--- src/twmt_pkg.sv ---
package twmt_pkg;

  // ------------------------------------------------------------
  // register map
  // ------------------------------------------------------------
  localparam logic [7:0] REG_CTRL     = 8'h00;
  localparam logic [7:0] REG_DATA     = 8'h01;
  localparam logic [7:0] REG_STATUS   = 8'h02;
  localparam logic [7:0] REG_ROLE     = 8'h03;

  localparam int CB_FLAG  = 7;
  localparam int CB_ACKEN = 6;
  localparam int CB_START = 5;
  localparam int CB_STOP  = 4;
  localparam int CB_WC    = 3;
  localparam int CB_EN    = 2;
  localparam int CB_IE    = 0;

  localparam int RB_MT    = 0;
  localparam int RB_MR    = 1;
  localparam int RB_ST    = 2;
  localparam int RB_SR    = 3;

  localparam logic [7:0] CTRL_RESET   = 8'h00;
  localparam logic [7:0] DATA_RESET   = 8'hFF;
  localparam logic [7:0] CODE_RESET   = 8'hF8;
  localparam logic [3:0] ROLES_RESET  = 4'hF;

  localparam logic [1:0] ROLE_NONE    = 2'h0;
  localparam logic [1:0] ROLE_MT      = 2'h1;
  localparam logic [1:0] ROLE_MR      = 2'h2;

  // ------------------------------------------------------------
  // status codes
  // ------------------------------------------------------------
  localparam logic [7:0] CODE_START     = 8'h08;
  localparam logic [7:0] CODE_RSTART    = 8'h10;
  localparam logic [7:0] CODE_ADDR_ACK  = 8'h18;
  localparam logic [7:0] CODE_ADDR_NACK = 8'h20;
  localparam logic [7:0] CODE_DATA_ACK  = 8'h28;
  localparam logic [7:0] CODE_DATA_NACK = 8'h30;
  localparam logic [7:0] CODE_ARB_LOST  = 8'h38;

  // ------------------------------------------------------------
  // timing
  // ------------------------------------------------------------
  localparam int CLK_PERIOD_NS = 50;
  localparam int BIT_PERIOD_NS = 10000;
  localparam logic [7:0] QUARTER_CYC = 8'(BIT_PERIOD_NS / 4 / CLK_PERIOD_NS);
  localparam logic [3:0] ACK_BIT     = 4'h8;

  typedef enum logic [2:0] {
    ST_IDLE   = 3'b000,
    ST_WAIT   = 3'b001,
    ST_START  = 3'b010,
    ST_HOLD   = 3'b011,
    ST_BYTE   = 3'b100,
    ST_RSTART = 3'b101,
    ST_STOP   = 3'b110
  } twmt_state_t;

  typedef struct packed {
    twmt_state_t state;
    logic [7:0]  ctrl;
    logic [7:0]  data;
    logic [7:0]  code;
    logic [1:0]  presc;
    logic [3:0]  roles;
    logic [1:0]  role;
    logic [7:0]  tmr;
    logic [1:0]  ph;
    logic [3:0]  bitn;
    logic [7:0]  shreg;
    logic        is_addr;
    logic        acked;
    logic        lost;
    logic        scl_low;
    logic        sda_low;
    logic        busy;
    logic        sda_prev;
    logic [7:0]  rdata;
  } twmt_regs_t;

  typedef struct packed {
    logic [1:0] s1;
    logic [1:0] s2;
  } twmt_sync_regs_t;

  function automatic logic [7:0] twmt_done_code(input logic is_addr, input logic acked);
    if (is_addr) begin
      twmt_done_code = acked ? CODE_ADDR_ACK : CODE_ADDR_NACK;
    end else begin
      twmt_done_code = acked ? CODE_DATA_ACK : CODE_DATA_NACK;
    end
  endfunction : twmt_done_code

endpackage : twmt_pkg

--- src/twmt_master.sv ---
`timescale 1ns/1ps
module twmt_master
  import twmt_pkg::*;
(
  input  wire logic       clk_sys,
  input  wire logic       rst,
  input  wire logic [7:0] addr,
  input  wire logic [7:0] wdata,
  input  wire logic       wr_en,
  input  wire logic       rd_en,
  output logic      [7:0] rd_data,
  input  wire logic       scl_in,
  output logic            scl_out,
  output logic            scl_oe,
  input  wire logic       sda_in,
  output logic            sda_out,
  output logic            sda_oe,
  output logic            irq
);

  twmt_regs_t r;
  twmt_regs_t next_r;
  logic [1:0] lines_s;
  logic       scl_s;
  logic       sda_s;
  logic       tick;

  // ------------------------------------------------------------
  // pin synchronisers
  // ------------------------------------------------------------
  twmt_sync u_sync (
    .clk_sys  (clk_sys),
    .rst      (rst),
    .in_raw   ({scl_in, sda_in}),
    .out_sync (lines_s)
  );

  assign scl_s = lines_s[1];
  assign sda_s = lines_s[0];
  assign tick  = (r.tmr == 8'h00);

  // ------------------------------------------------------------
  // next state
  // ------------------------------------------------------------
  always_comb begin
    logic       hw_set;
    logic [7:0] rd_val;
    hw_set = 1'b0;
    rd_val = 8'h00;
    next_r = r;
    next_r.rdata    = 8'h00;
    next_r.sda_prev = sda_s;
    next_r.tmr      = tick ? QUARTER_CYC - 8'h01 : r.tmr - 8'h01;
    next_r.ph       = tick ? r.ph + 2'h1 : r.ph;

    // bus busy from observed start and stop conditions
    if (scl_s && r.sda_prev && !sda_s) begin
      next_r.busy = 1'b1;
    end else if (scl_s && !r.sda_prev && sda_s) begin
      next_r.busy = 1'b0;
    end

    if (wr_en) begin
      if (addr == REG_CTRL) begin
        if (wdata[CB_FLAG]) begin
          next_r.ctrl[CB_FLAG] = 1'b0;
        end
        next_r.ctrl[CB_ACKEN] = wdata[CB_ACKEN];
        next_r.ctrl[CB_START] = wdata[CB_START];
        next_r.ctrl[CB_STOP]  = wdata[CB_STOP];
        next_r.ctrl[CB_EN]    = wdata[CB_EN];
        next_r.ctrl[CB_IE]    = wdata[CB_IE];
      end else if (addr == REG_DATA) begin
        if (r.ctrl[CB_FLAG]) begin
          next_r.data        = wdata;
          next_r.ctrl[CB_WC] = 1'b0;
        end else begin
          next_r.ctrl[CB_WC] = 1'b1;
        end
      end else if (addr == REG_STATUS) begin
        next_r.presc = wdata[1:0];
      end else if (addr == REG_ROLE) begin
        next_r.roles = wdata[3:0];
      end
    end

    if (rd_en) begin
      if (addr == REG_CTRL) begin
        rd_val = r.ctrl;
      end else if (addr == REG_DATA) begin
        rd_val = r.data;
      end else if (addr == REG_STATUS) begin
        rd_val = (r.code & 8'hF8) | {6'h00, r.presc};
      end else if (addr == REG_ROLE) begin
        rd_val = {2'h0, r.role, r.roles};
      end
      next_r.rdata = rd_val;
    end

    case (r.state)
      ST_IDLE: begin
        next_r.scl_low = 1'b0;
        next_r.sda_low = 1'b0;
        next_r.role    = ROLE_NONE;
        if (r.ctrl[CB_EN] && r.ctrl[CB_START] && !r.ctrl[CB_FLAG]
            && (r.roles[RB_MT] || r.roles[RB_MR])) begin
          next_r.state = ST_WAIT;
        end
      end
      ST_WAIT: begin
        // only a quiet bus with both lines high may take a start
        if (!r.busy && scl_s && sda_s) begin
          next_r.state = ST_START;
        end
      end
      ST_START: begin
        if (tick) begin
          if (r.ph == 2'h0) begin
            next_r.sda_low = 1'b1;
          end else if (r.ph == 2'h1) begin
            next_r.scl_low = 1'b1;
          end else begin
            hw_set         = 1'b1;
            next_r.code    = CODE_START;
            next_r.is_addr = 1'b1;
            next_r.state   = ST_HOLD;
          end
        end
      end
      ST_HOLD: begin
        next_r.scl_low = !r.lost;
        if (!r.ctrl[CB_FLAG]) begin
          if (r.lost) begin
            next_r.lost    = 1'b0;
            next_r.scl_low = 1'b0;
            next_r.state   = r.ctrl[CB_START] ? ST_WAIT : ST_IDLE;
          end else if (r.ctrl[CB_STOP]) begin
            next_r.state = ST_STOP;
          end else if (r.ctrl[CB_START]) begin
            next_r.state = ST_RSTART;
          end else begin
            next_r.shreg = r.data;
            next_r.bitn  = 4'h0;
            next_r.state = ST_BYTE;
            if (r.is_addr) begin
              next_r.role = r.data[0] ? ROLE_MR : ROLE_MT;
            end
          end
        end
      end
      ST_BYTE: begin
        if (tick) begin
          if (r.ph == 2'h0) begin
            next_r.sda_low = (r.bitn != ACK_BIT) && !r.shreg[7];
          end else if (r.ph == 2'h1) begin
            next_r.scl_low = 1'b0;
          end else if (r.ph == 2'h2) begin
            if (r.bitn == ACK_BIT) begin
              next_r.acked = !sda_s;
            end else if (!r.sda_low && !sda_s) begin
              // another master pulled data low: back off at once
              hw_set         = 1'b1;
              next_r.lost    = 1'b1;
              next_r.scl_low = 1'b0;
              next_r.sda_low = 1'b0;
              next_r.code    = CODE_ARB_LOST;
              next_r.role    = ROLE_NONE;
              next_r.is_addr = 1'b0;
              next_r.state   = ST_HOLD;
            end
          end else begin
            next_r.scl_low = 1'b1;
            if (r.bitn == ACK_BIT) begin
              hw_set         = 1'b1;
              next_r.code    = twmt_done_code(r.is_addr, r.acked);
              next_r.is_addr = 1'b0;
              next_r.state   = ST_HOLD;
            end else begin
              next_r.shreg = {r.shreg[6:0], 1'b1};
              next_r.bitn  = r.bitn + 4'h1;
            end
          end
        end
      end
      ST_RSTART: begin
        if (tick) begin
          if (r.ph == 2'h0) begin
            next_r.sda_low = 1'b0;
          end else if (r.ph == 2'h1) begin
            next_r.scl_low = 1'b0;
          end else if (r.ph == 2'h2) begin
            next_r.sda_low = 1'b1;
          end else begin
            // clock pulled low again so no other master can take over
            next_r.scl_low = 1'b1;
            hw_set         = 1'b1;
            next_r.code    = CODE_RSTART;
            next_r.is_addr = 1'b1;
            next_r.state   = ST_HOLD;
          end
        end
      end
      ST_STOP: begin
        if (tick) begin
          if (r.ph == 2'h0) begin
            next_r.sda_low = 1'b1;
          end else if (r.ph == 2'h1) begin
            next_r.scl_low = 1'b0;
          end else begin
            next_r.sda_low       = 1'b0;
            next_r.ctrl[CB_STOP] = 1'b0;
            next_r.role          = ROLE_NONE;
            next_r.state         = r.ctrl[CB_START] ? ST_WAIT : ST_IDLE;
          end
        end
      end
      default: begin
        next_r.state = ST_IDLE;
      end
    endcase

    // waiting states keep the phase timer primed for the next step
    if (next_r.state == ST_IDLE || next_r.state == ST_WAIT || next_r.state == ST_HOLD) begin
      next_r.ph  = 2'h0;
      next_r.tmr = QUARTER_CYC - 8'h01;
    end

    if (!r.ctrl[CB_EN]) begin
      next_r.state   = ST_IDLE;
      next_r.scl_low = 1'b0;
      next_r.sda_low = 1'b0;
      next_r.lost    = 1'b0;
    end

    // hardware set beats a software clear in the same cycle
    if (hw_set) begin
      next_r.ctrl[CB_FLAG] = 1'b1;
    end
  end

  always_ff @(posedge clk_sys or posedge rst) begin
    if (rst) begin
      r          <= '0;
      r.state    <= ST_IDLE;
      r.ctrl     <= CTRL_RESET;
      r.data     <= DATA_RESET;
      r.code     <= CODE_RESET;
      r.roles    <= ROLES_RESET;
      r.tmr      <= QUARTER_CYC - 8'h01;
      r.sda_prev <= 1'b1;
    end else begin
      r <= next_r;
    end
  end

  // ------------------------------------------------------------
  // outputs
  // ------------------------------------------------------------
  assign rd_data = r.rdata;
  assign scl_out = 1'b0;
  assign sda_out = 1'b0;
  assign scl_oe  = r.scl_low;
  assign sda_oe  = r.sda_low;
  assign irq     = r.ctrl[CB_IE] && r.ctrl[CB_FLAG];
endmodule : twmt_master

--- src/twmt_sync.sv ---
`timescale 1ns/1ps
module twmt_sync
  import twmt_pkg::*;
(
  input  wire logic       clk_sys,
  input  wire logic       rst,
  input  wire logic [1:0] in_raw,
  output logic      [1:0] out_sync
);

  twmt_sync_regs_t r;
  twmt_sync_regs_t next_r;

  // first stage feeds only the second; lines idle high
  always_comb begin
    next_r    = r;
    next_r.s1 = in_raw;
    next_r.s2 = r.s1;
  end

  always_ff @(posedge clk_sys or posedge rst) begin
    if (rst) begin
      r <= '{s1: 2'h3, s2: 2'h3};
    end else begin
      r <= next_r;
    end
  end

  assign out_sync = r.s2;

endmodule : twmt_sync

--- config.mk ---
export PLATFORM = sky130hd
export DESIGN_NAME = twmt_master
export DESIGN_NICKNAME = d
export VERILOG_FILES = /design/src/twmt_pkg.sv /design/src/twmt_master.sv /design/src/twmt_sync.sv
export SDC_FILE = /design/constraint.sdc
export NUM_CORES = 1
export LEC_CHECK = 0
export BUFFER_PORTS_ARGS = -buffer_cell sky130_fd_sc_hd__buf_2
export CELL_PAD_IN_SITES_DETAIL_PLACEMENT = 0
export CELL_PAD_IN_SITES_GLOBAL_PLACEMENT = 2
export CORE_MARGIN = 5
export CORE_UTILIZATION = 39
export DETAILED_ROUTE_END_ITERATION = 6
export GPL_ROUTABILITY_DRIVEN = 0
export GPL_TIMING_DRIVEN = 0
export PLACE_DENSITY = 0.78
export SLEW_MARGIN = 20
export SYNTH_ARGS = -nofsm -noshare
export SYNTH_HDL_FRONTEND = slang
export SYNTH_SLANG_ARGS = --single-unit
--- constraint.sdc ---
create_clock -name clk_sys -period 3.26 [get_ports clk_sys]
set_clock_uncertainty 0.05 [all_clocks]
set_input_delay 0.652 -clock clk_sys [delete_from_list [all_inputs] [get_ports clk_sys]]
set_output_delay 0.652 -clock clk_sys [all_outputs]
set_load 0.005 [all_outputs]
==> flow_summary.ini, run 1 <==
[logic_synthesis]
synth_area_leader_cell = dfrtp_1
async_flop_share = 1.000
yosysWarnings = 0
ys_types = 65
synth-edff-count = 0
yosysTopAreaCellShare = 0.3002
yosysMostFrequentCell = dfrtp_1
avgSynthCellArea_sq_um = 10.45
synth_area_leaders = dfrtp_1 (30%), dfstp_2 (16%), mux2_2 (6.6%)
syn_inst = 375
syn_area_sq_um = 3918
ys_ff_latch = 71
ys_seq_area_frac = 0.4612
synth_flop_cell = dfrtp_1
yosys-top-cells-count = dfrtp_1 (47), nor2_1 (29), o21ai_0 (26)

[die]
core_area_sq_um = 9774
placementRows = 36
ios = 35
dieArea_sq_um = 12150
start_util = 0.4008
die_h_microns = 110.2
die_w_microns = 110.2

[sta]
finalSetupViolCount = 0
hold_viol = 0
max_freq_ghz = 0.3602
min_period_ns = 2.776
slew_viol_final = 0
min_period_over_period = 0.8516
worst_pin_slew_ns = 0.7327
rsz0062_at_grt = false
slew_headroom = 0.5106

[clocking]
hold_buffers = 0
cts-buffers-inserted = 9
post_cts_resize_count = 0
post-cts-setup-buffers = 0
clk_pin_slew_worst_paths_ns = 0.09
htreeDepth = 3
clock_path_buffers = 2
cts.sinks = 71
cts_tree = yes
insertion_delay_ns = 0.35
cts_root_buf = clkbuf_8

[critical_path]
end_kind = flip-flop
arrival_ns = 2.92
cp_max_fo = 9
path_cells = inv_1, ha_1, clkbuf_1, nor2_1, nand3_1, a21o_1, a211oi_2, a211oi_1
slowest_stage = a211oi_2
path_class = reg -> reg
path_buf_inv = 2
cp_data_required_time_ns = 3.40
cp-start-kind = flip-flop
cp_slowest_stage_delay_ns = 0.65
critPathTopFamily = compound AO/OA/AOI/OAI gates

[power]
power_density_nw_per_um2 = 375.1
cellLeakagePower_nw = 1.899
p_total_mw = 1.673
ir_drop_mv = 0.2084

[finish]
fillers = 960
finalNetCount = 452
drive_gt1_frac = 0.3035
syn_to_final_growth_pct = 13.86
multiInputGateArea_sq_um = 1907
ff_latch_area_sq_um = 1807
fin_area_sq_um = 4461
antenna_cells = 0

[grt]
grtUsageTotal = 0.1738
grt_pass1_wl_mm = 16.09
antenna_found_initial = 0
grt_pass1_vias = 2964
grt-ovfl-total = 0
grt_max_degree = 53

[drt]
route.detailed.drc = 0
initialDrtViolationCount = 171
num_vias = 3113
antenna_left = 0
via_per_inst = 5.579
drt-wirelength-per-cell_microns = 17.39
drt_wl_total_mm = 9.704
drt_pass1_iterations = 5

[job]
maxCapViolCount = 0

[placed_design]
placed_area_sq_um = 4278
dp_hpwl_mm = 7.075
port_buffers = 32

[outcome]
outcome = completed

[worst_hold_path]
hold_path.class = in -> async
==> through the flow <==
step | utilization | TNS [ns] | hold WS (ns) | setup WS (ns) | cells
finish | 0.4563 | 0 | 0.1942 | 0.4837 | 558
global route | 0.4563 | 0 | 0.2141 | 0.2637 | 558
CTS | 0.4563 | 0 | 0.2017 | 0.4787 | 558
detailed placement | 0.4377 | 0 | 0.2975 | 0.5168 | 542
global placement | 0.4346 | -5.974 | 0.2961 | -0.1318 | 541
floorplan | - | 0 | 0.2952 | 0.8012 | 376
==> state kept, by name (all words and copies together) (netlist names) <==
signal / flops
u_sync.out_sync: 2
sda_oe: 1
u_sync.next_r: 2
r: 57
scl_oe: 1
rd_data: 8
==> layout by cell type, fill, tap and decap left out, types with 6 or more instances in the layout <==
cell type	n
dfrtp_1	47
inv_1	17
buf_4	11
a31oi_1	9
a211oi_1	6
ha_1	10
mux2_2	23
buf_2	36
nand2b_1	10
clkbuf_8	10
o21ai_0	26
dfstp_2	24
nand3_1	7
nor2_1	29
nand2_1	19
a21oi_1	15
nor2b_1	7
mux2i_1	6
a22oi_1	8
clkbuf_1	10
==> final timing paths <==
check                      slack (ns)             start  depth (start not counted)                  to
max                              0.48             r[27]                          8               r[31]
min                              0.19               rst                          2                r[9]
max reg2reg                      0.48             r[27]                          8               r[31]
min reg2reg                      0.31  u_sync.next_r[1]                          0  u_sync.out_sync[1]
max in group asynchronous        2.36               rst                          3               r[41]
min in group clk_sys             0.31  u_sync.next_r[1]                          0  u_sync.out_sync[1]
==> cells by family (layout without fill, tap and decap cells) <==
family,count (synthesis),in the layout,synth area share
XOR/XNOR,6,6,0.01342
AND/OR/NAND/NOR,113,113,0.1648
flip-flops,71,71,0.4612
buffers and inverters,43,92,0.05302
AO/OA/AOI/OAI,97,97,0.1674
multiplexers,34,34,0.1073
adder cells (fa/ha/maj),10,10,0.03194
other,1,2,0.0009572
==> final cells by class <==
class,count,area share
clock inverters,6,0.01010
inverters,18,0.01571
multi-input cells,262,0.4275
clock buffers,10,0.03086
repair buffers,33,0.04208
well taps,133,0.03731
flip-flops and latches,71,0.4050
plain buffers,25,0.03142
==> report_power, final <==
part           switching, mW  internal (mW)
Clock                  0.368          0.299
Sequential            0.0150          0.905
Combinational         0.0471         0.0380
==> per-layer routing <==
metal	wire, microns	up-vias	global-route usage
li1	-	1448	-
met1	4527	1549	0.2521
met2	4411	98	0.2604
met3	610	18	0.03844
met4	154	0	0.05013
met5	0	-	0
Note: power is estimated with default switching activity, not from simulation.
==> run 2, diff against run 1 <==
--- a/config.mk
+++ b/config.mk
@@ -13,7 +13,7 @@
 export DETAILED_ROUTE_END_ITERATION = 6
 export GPL_ROUTABILITY_DRIVEN = 0
 export GPL_TIMING_DRIVEN = 0
-export PLACE_DENSITY = 0.78
+export PLACE_DENSITY_LB_ADDON = 0.25
 export SLEW_MARGIN = 20
 export SYNTH_ARGS = -nofsm -noshare
 export SYNTH_HDL_FRONTEND = slang
==> flow_summary.ini, run 2 (same netlist as run 1, synthesis figures left out) <==
[outcome]
outcome = completed

[finish]
fin_area_sq_um = 4487
top_register = r
layout_commonest_cell = dfrtp_1
fillers = 950
antenna_cells = 0
multiInputGateArea_sq_um = 1907
ff_latch_area_sq_um = 1807
largest_register_ffs = 57
finalNetCount = 452
drive_gt1_frac = 0.3012
syn_to_final_growth_pct = 14.53
final_cell_mix = dfrtp_1 (47), buf_2 (36), nor2_1 (29)

[power]
power_density_nw_per_um2 = 391.3
p_total_mw = 1.756
seqPwrFrac = 0.525
power_switching_uw = 413.8
cellLeakagePower_nw = 1.913
swShare = 0.2357
ir_drop_mv = 0.1692
p_clk_frac = 0.427
internal-power_mw = 1.342
pwr-share-comb = 0.048

[drt]
drt_wl_total_mm = 9.833
num_vias = 3051
via_per_inst = 5.468
antenna_left = 0
initialDrtViolationCount = 207
drt_pass1_iterations = 4
route.detailed.drc = 0
drt-wirelength-per-cell_microns = 17.62

[grt]
grt_use_met2 = 0.2565
grt.busiest_layer = met2
grtUsageMet3 = 0.03087
grt_max_degree = 54
met1_usage = 0.2447
grtUsageTotal = 0.1690
grt-ovfl-total = 0
antenna_found_initial = 0
grt_pass1_wl_mm = 15.55
grt_pass1_vias = 2913

[sta]
worst_pin_slew_ns = 0.7652
rsz0062_at_grt = false
fin_tns_setup_ns = 0
finalSetupViolCount = 0
min_period_ns = 2.787
slew_headroom = 0.4889
slew_viol_final = 0
hold_viol = 0
min_period_over_period = 0.8549
max_freq_ghz = 0.3588

[die]
ios = 35
core_area_sq_um = 9774
die_h_microns = 110.2
placementRows = 36
start_util = 0.4008
dieArea_sq_um = 12150
die_w_microns = 110.2

[clocking]
hold_buffers = 0
clk_pin_slew_worst_paths_ns = 0.08
insertion_delay_ns = 0.36
htreeDepth = 3
cts-buffers-inserted = 9
post_cts_resize_count = 0
cts.sinks = 71
cts_root_buf = clkbuf_8
post-cts-setup-buffers = 0
clock_path_buffers = 2
cts_tree = yes

[placed_design]
dp_hpwl_mm = 7.151
placed_area_sq_um = 4278
port_buffers = 32

[critical_path]
cp_max_fo = 9
end_kind = flip-flop
arrival_ns = 2.93
path_class = reg -> reg
cp_data_required_time_ns = 3.41
cp-start-kind = flip-flop

[job]
maxCapViolCount = 0

[worst_hold_path]
hold_path.class = in -> async
[run 2: routing by layer]
| metal | wire (microns) | vias up |
|---|---|---|
| met5 | 0 | - |
| met4 | 149 | 0 |
| met3 | 597 | 15 |
| met2 | 4364 | 105 |
| met1 | 4721 | 1481 |
| li1 | - | 1450 |
[run 2: path summary, 6_finish.rpt]
kind,cells after the start,slack (ns),to,startpoint
worst max-delay path,8,0.47,r[32],r[27]
worst min-delay path,2,0.18,r[70],rst
worst max register to register,8,0.47,r[32],r[27]
worst min register to register,0,0.31,u_sync.out_sync[1],u_sync.next_r[1]
max in group asynchronous,3,2.37,r[29],rst
min in group clk_sys,0,0.31,u_sync.out_sync[1],u_sync.next_r[1]
[run 2: layout make-up]
cell class | instances | area share
well taps | 133 | 0.03709
flip-flops and latches | 71 | 0.4027
plain buffers | 25 | 0.03123
inverters | 18 | 0.01562
multi-input cells | 262 | 0.4250
clock inverters | 4 | 0.01199
repair buffers | 33 | 0.04183
clock buffers | 12 | 0.03458
[run 2: metrics by stage]
stage	cells	setup WS, ns	util	hold WS [ns]
after CTS	558	0.5110	0.4590	0.1853
after global placement	541	-0.1100	0.4346	0.2964
after floorplan	376	0.8012	-	0.2952
final	558	0.4731	0.4590	0.1816
after detailed placement	542	0.5347	0.4377	0.2969
after global routing	558	0.3157	0.4590	0.1968
[run 2: critical path: stages (launching register included)]
cell and delay (ns):
dfrtp_1 0.42, inv_1 0.10, ha_1 0.19, clkbuf_1 0.19
nor2_1 0.22, nand3_1 0.32, a21o_1 0.29, a211oi_2 0.67
a211oi_1 0.17
[run 2: power by group through the flow]
stage | Sequential (mW) | Combinational [mW] | Clock [mW]
3_3_place_gp | 0.936 | 0.0808 | 0
4_1_cts | 0.920 | 0.0876 | 0.774
6_report | 0.921 | 0.0851 | 0.750
3_5_place_dp | 0.936 | 0.0868 | 0
2_1_floorplan | 0.930 | 0.0531 | 0
5_1_grt | 0.923 | 0.0961 | 0.820
==> run 3, diff against run 2 <==
--- a/config.mk
+++ b/config.mk
@@ -8,7 +8,7 @@
 export BUFFER_PORTS_ARGS = -buffer_cell sky130_fd_sc_hd__buf_2
 export CELL_PAD_IN_SITES_DETAIL_PLACEMENT = 0
 export CELL_PAD_IN_SITES_GLOBAL_PLACEMENT = 2
-export CORE_MARGIN = 5
+export CORE_MARGIN = 4
 export CORE_UTILIZATION = 39
 export DETAILED_ROUTE_END_ITERATION = 6
 export GPL_ROUTABILITY_DRIVEN = 0
==> flow_summary.ini, run 3 (same netlist as run 1, synthesis figures left out) <==
[outcome]
outcome = completed

[clocking]
post_cts_resize_count = 0
cts-buffers-inserted = 9
cts_root_buf = clkbuf_8
clock_path_buffers = 2
clk_pin_slew_worst_paths_ns = 0.08
htreeDepth = 3
post-cts-setup-buffers = 0
hold_buffers = 0
cts.sinks = 71
insertion_delay_ns = 0.35
cts_tree = yes

[critical_path]
slowest_stage = a211oi_2
rrSetupSlack_ns = 0.47
path_class = reg -> reg
arrival_ns = 2.94
cp_slowest_stage_delay_ns = 0.65
path_cells = inv_1, ha_1, clkbuf_1, nor2_1, nand3_1, a21o_1, a211oi_2, a211oi_1
cp_max_fo = 9
cp-start-kind = flip-flop
cp_data_required_time_ns = 3.40
end_kind = flip-flop

[drt]
drt_pass1_iterations = 5
drt_wl_total_mm = 9.712
antenna_left = 0
initialDrtViolationCount = 145
route.detailed.drc = 0
via_per_inst = 5.518
num_vias = 3079
drt-wirelength-per-cell_microns = 17.41

[die]
placementRows = 36
core_area_sq_um = 9774
start_util = 0.4008
dieArea_sq_um = 11710
die_w_microns = 108.2
ios = 35
die_h_microns = 108.2

[sta]
slew_headroom = 0.5113
worst_pin_slew_ns = 0.7303
slew_viol_final = 0
finalSetupViolCount = 0
layout_setup_ws_ns = 0.4665
min_period_over_period = 0.8569
hold_ws_ns = 0.1918
min_period_ns = 2.793
hold_viol = 0
max_freq_ghz = 0.3580
rsz0062_at_grt = false

[placed_design]
port_buffers = 32
dp_hpwl_mm = 7.027
pre_cts_ws_ns = 0.5473

[finish]
finalNetCount = 452
syn_to_final_growth_pct = 13.86
antenna_cells = 0
final_cell_mix = dfrtp_1 (47), buf_2 (36), nor2_1 (29)
multiInputGateArea_sq_um = 1907
fillers = 928
drive_gt1_frac = 0.3035
top_register = r
largest_register_ffs = 57
layout_commonest_cell = dfrtp_1
ff_latch_area_sq_um = 1807

[power]
ir_drop_mv = 0.1695
cellLeakagePower_nw = 1.899
power_density_nw_per_um2 = 373.3

[grt]
grt_max_degree = 54
grtUsageTotal = 0.1742
antenna_found_initial = 0
grt_pass1_vias = 2931
grt-ovfl-total = 0
grt_pass1_wl_mm = 15.72

[worst_hold_path]
hold_path.class = in -> async

[job]
maxCapViolCount = 0
-- run 3: cell count changes in the layout (fill, tap and decap cells not counted), sizes merged --
cell	change
bufinv	-1
clkbuf	-2
clkinv	+2
clkinvlp	+1
-- run 3: routing by layer --
metal	wire length (microns)	part of all wire	up-vias	global-route usage
met5	0	0	-	0
met1	4722	0.49	1523	0.2533
met2	4384	0.45	97	0.2655
met4	123	0.013	0	0.04689
met3	481	0.050	14	0.03403
li1	-	-	1445	-
-- run 3: layout make-up --
class / count / area share
Tap cell: 133 / 0.03731
Clock buffer: 10 / 0.03086
Buffer: 25 / 0.03142
Clock inverter: 6 / 0.01010
Inverter: 18 / 0.01571
Timing Repair Buffer: 33 / 0.04208
Sequential cell: 71 / 0.4050
Multi-Input combinational cell: 262 / 0.4275
-- run 3: critical path, delay by kind of cell, from the launching register on --
family | cells | cell delay (ns)
and+or+nand+nor | 2 | 0.57
AOI/OAI and AO/OA | 3 | 1.10
buffers and inverters | 2 | 0.29
adders and majority gates | 1 | 0.20
DFF | 1 | 0.42
-- run 3: worst paths after layout --
check / start / to / depth (start not counted)
min reg2reg: u_sync.next_r[0] / u_sync.out_sync[0] / 0
min in group clk_sys: u_sync.next_r[0] / u_sync.out_sync[0] / 0
max in group asynchronous: rst / r[34] / 3
max reg2reg: r[27] / r[30] / 8
min: rst / r[69] / 2
max: r[27] / r[30] / 8
-- run 3: power breakdown --
group / internal (mW) / total, mW / switching, mW
combinational: 0.0380 / 0.0850 / 0.0470
sequential: 0.905 / 0.921 / 0.0151
clock: 0.299 / 0.659 / 0.360
total: 1.24 / 1.66 / 0.422
-- run 3: metrics by stage --
stage	utilization	instance area, sq um	power, mW	std cells	setup TNS, ns
after detailed placement	0.4377	4278	1.024	542	0
after global routing	0.4563	4461	1.744	558	0
after global placement	0.4346	4248	1.017	541	-4.287
final	0.4563	4461	1.665	558	0
after floorplan	-	3921	0.9827	376	0
after CTS	0.4563	4461	1.693	558	0
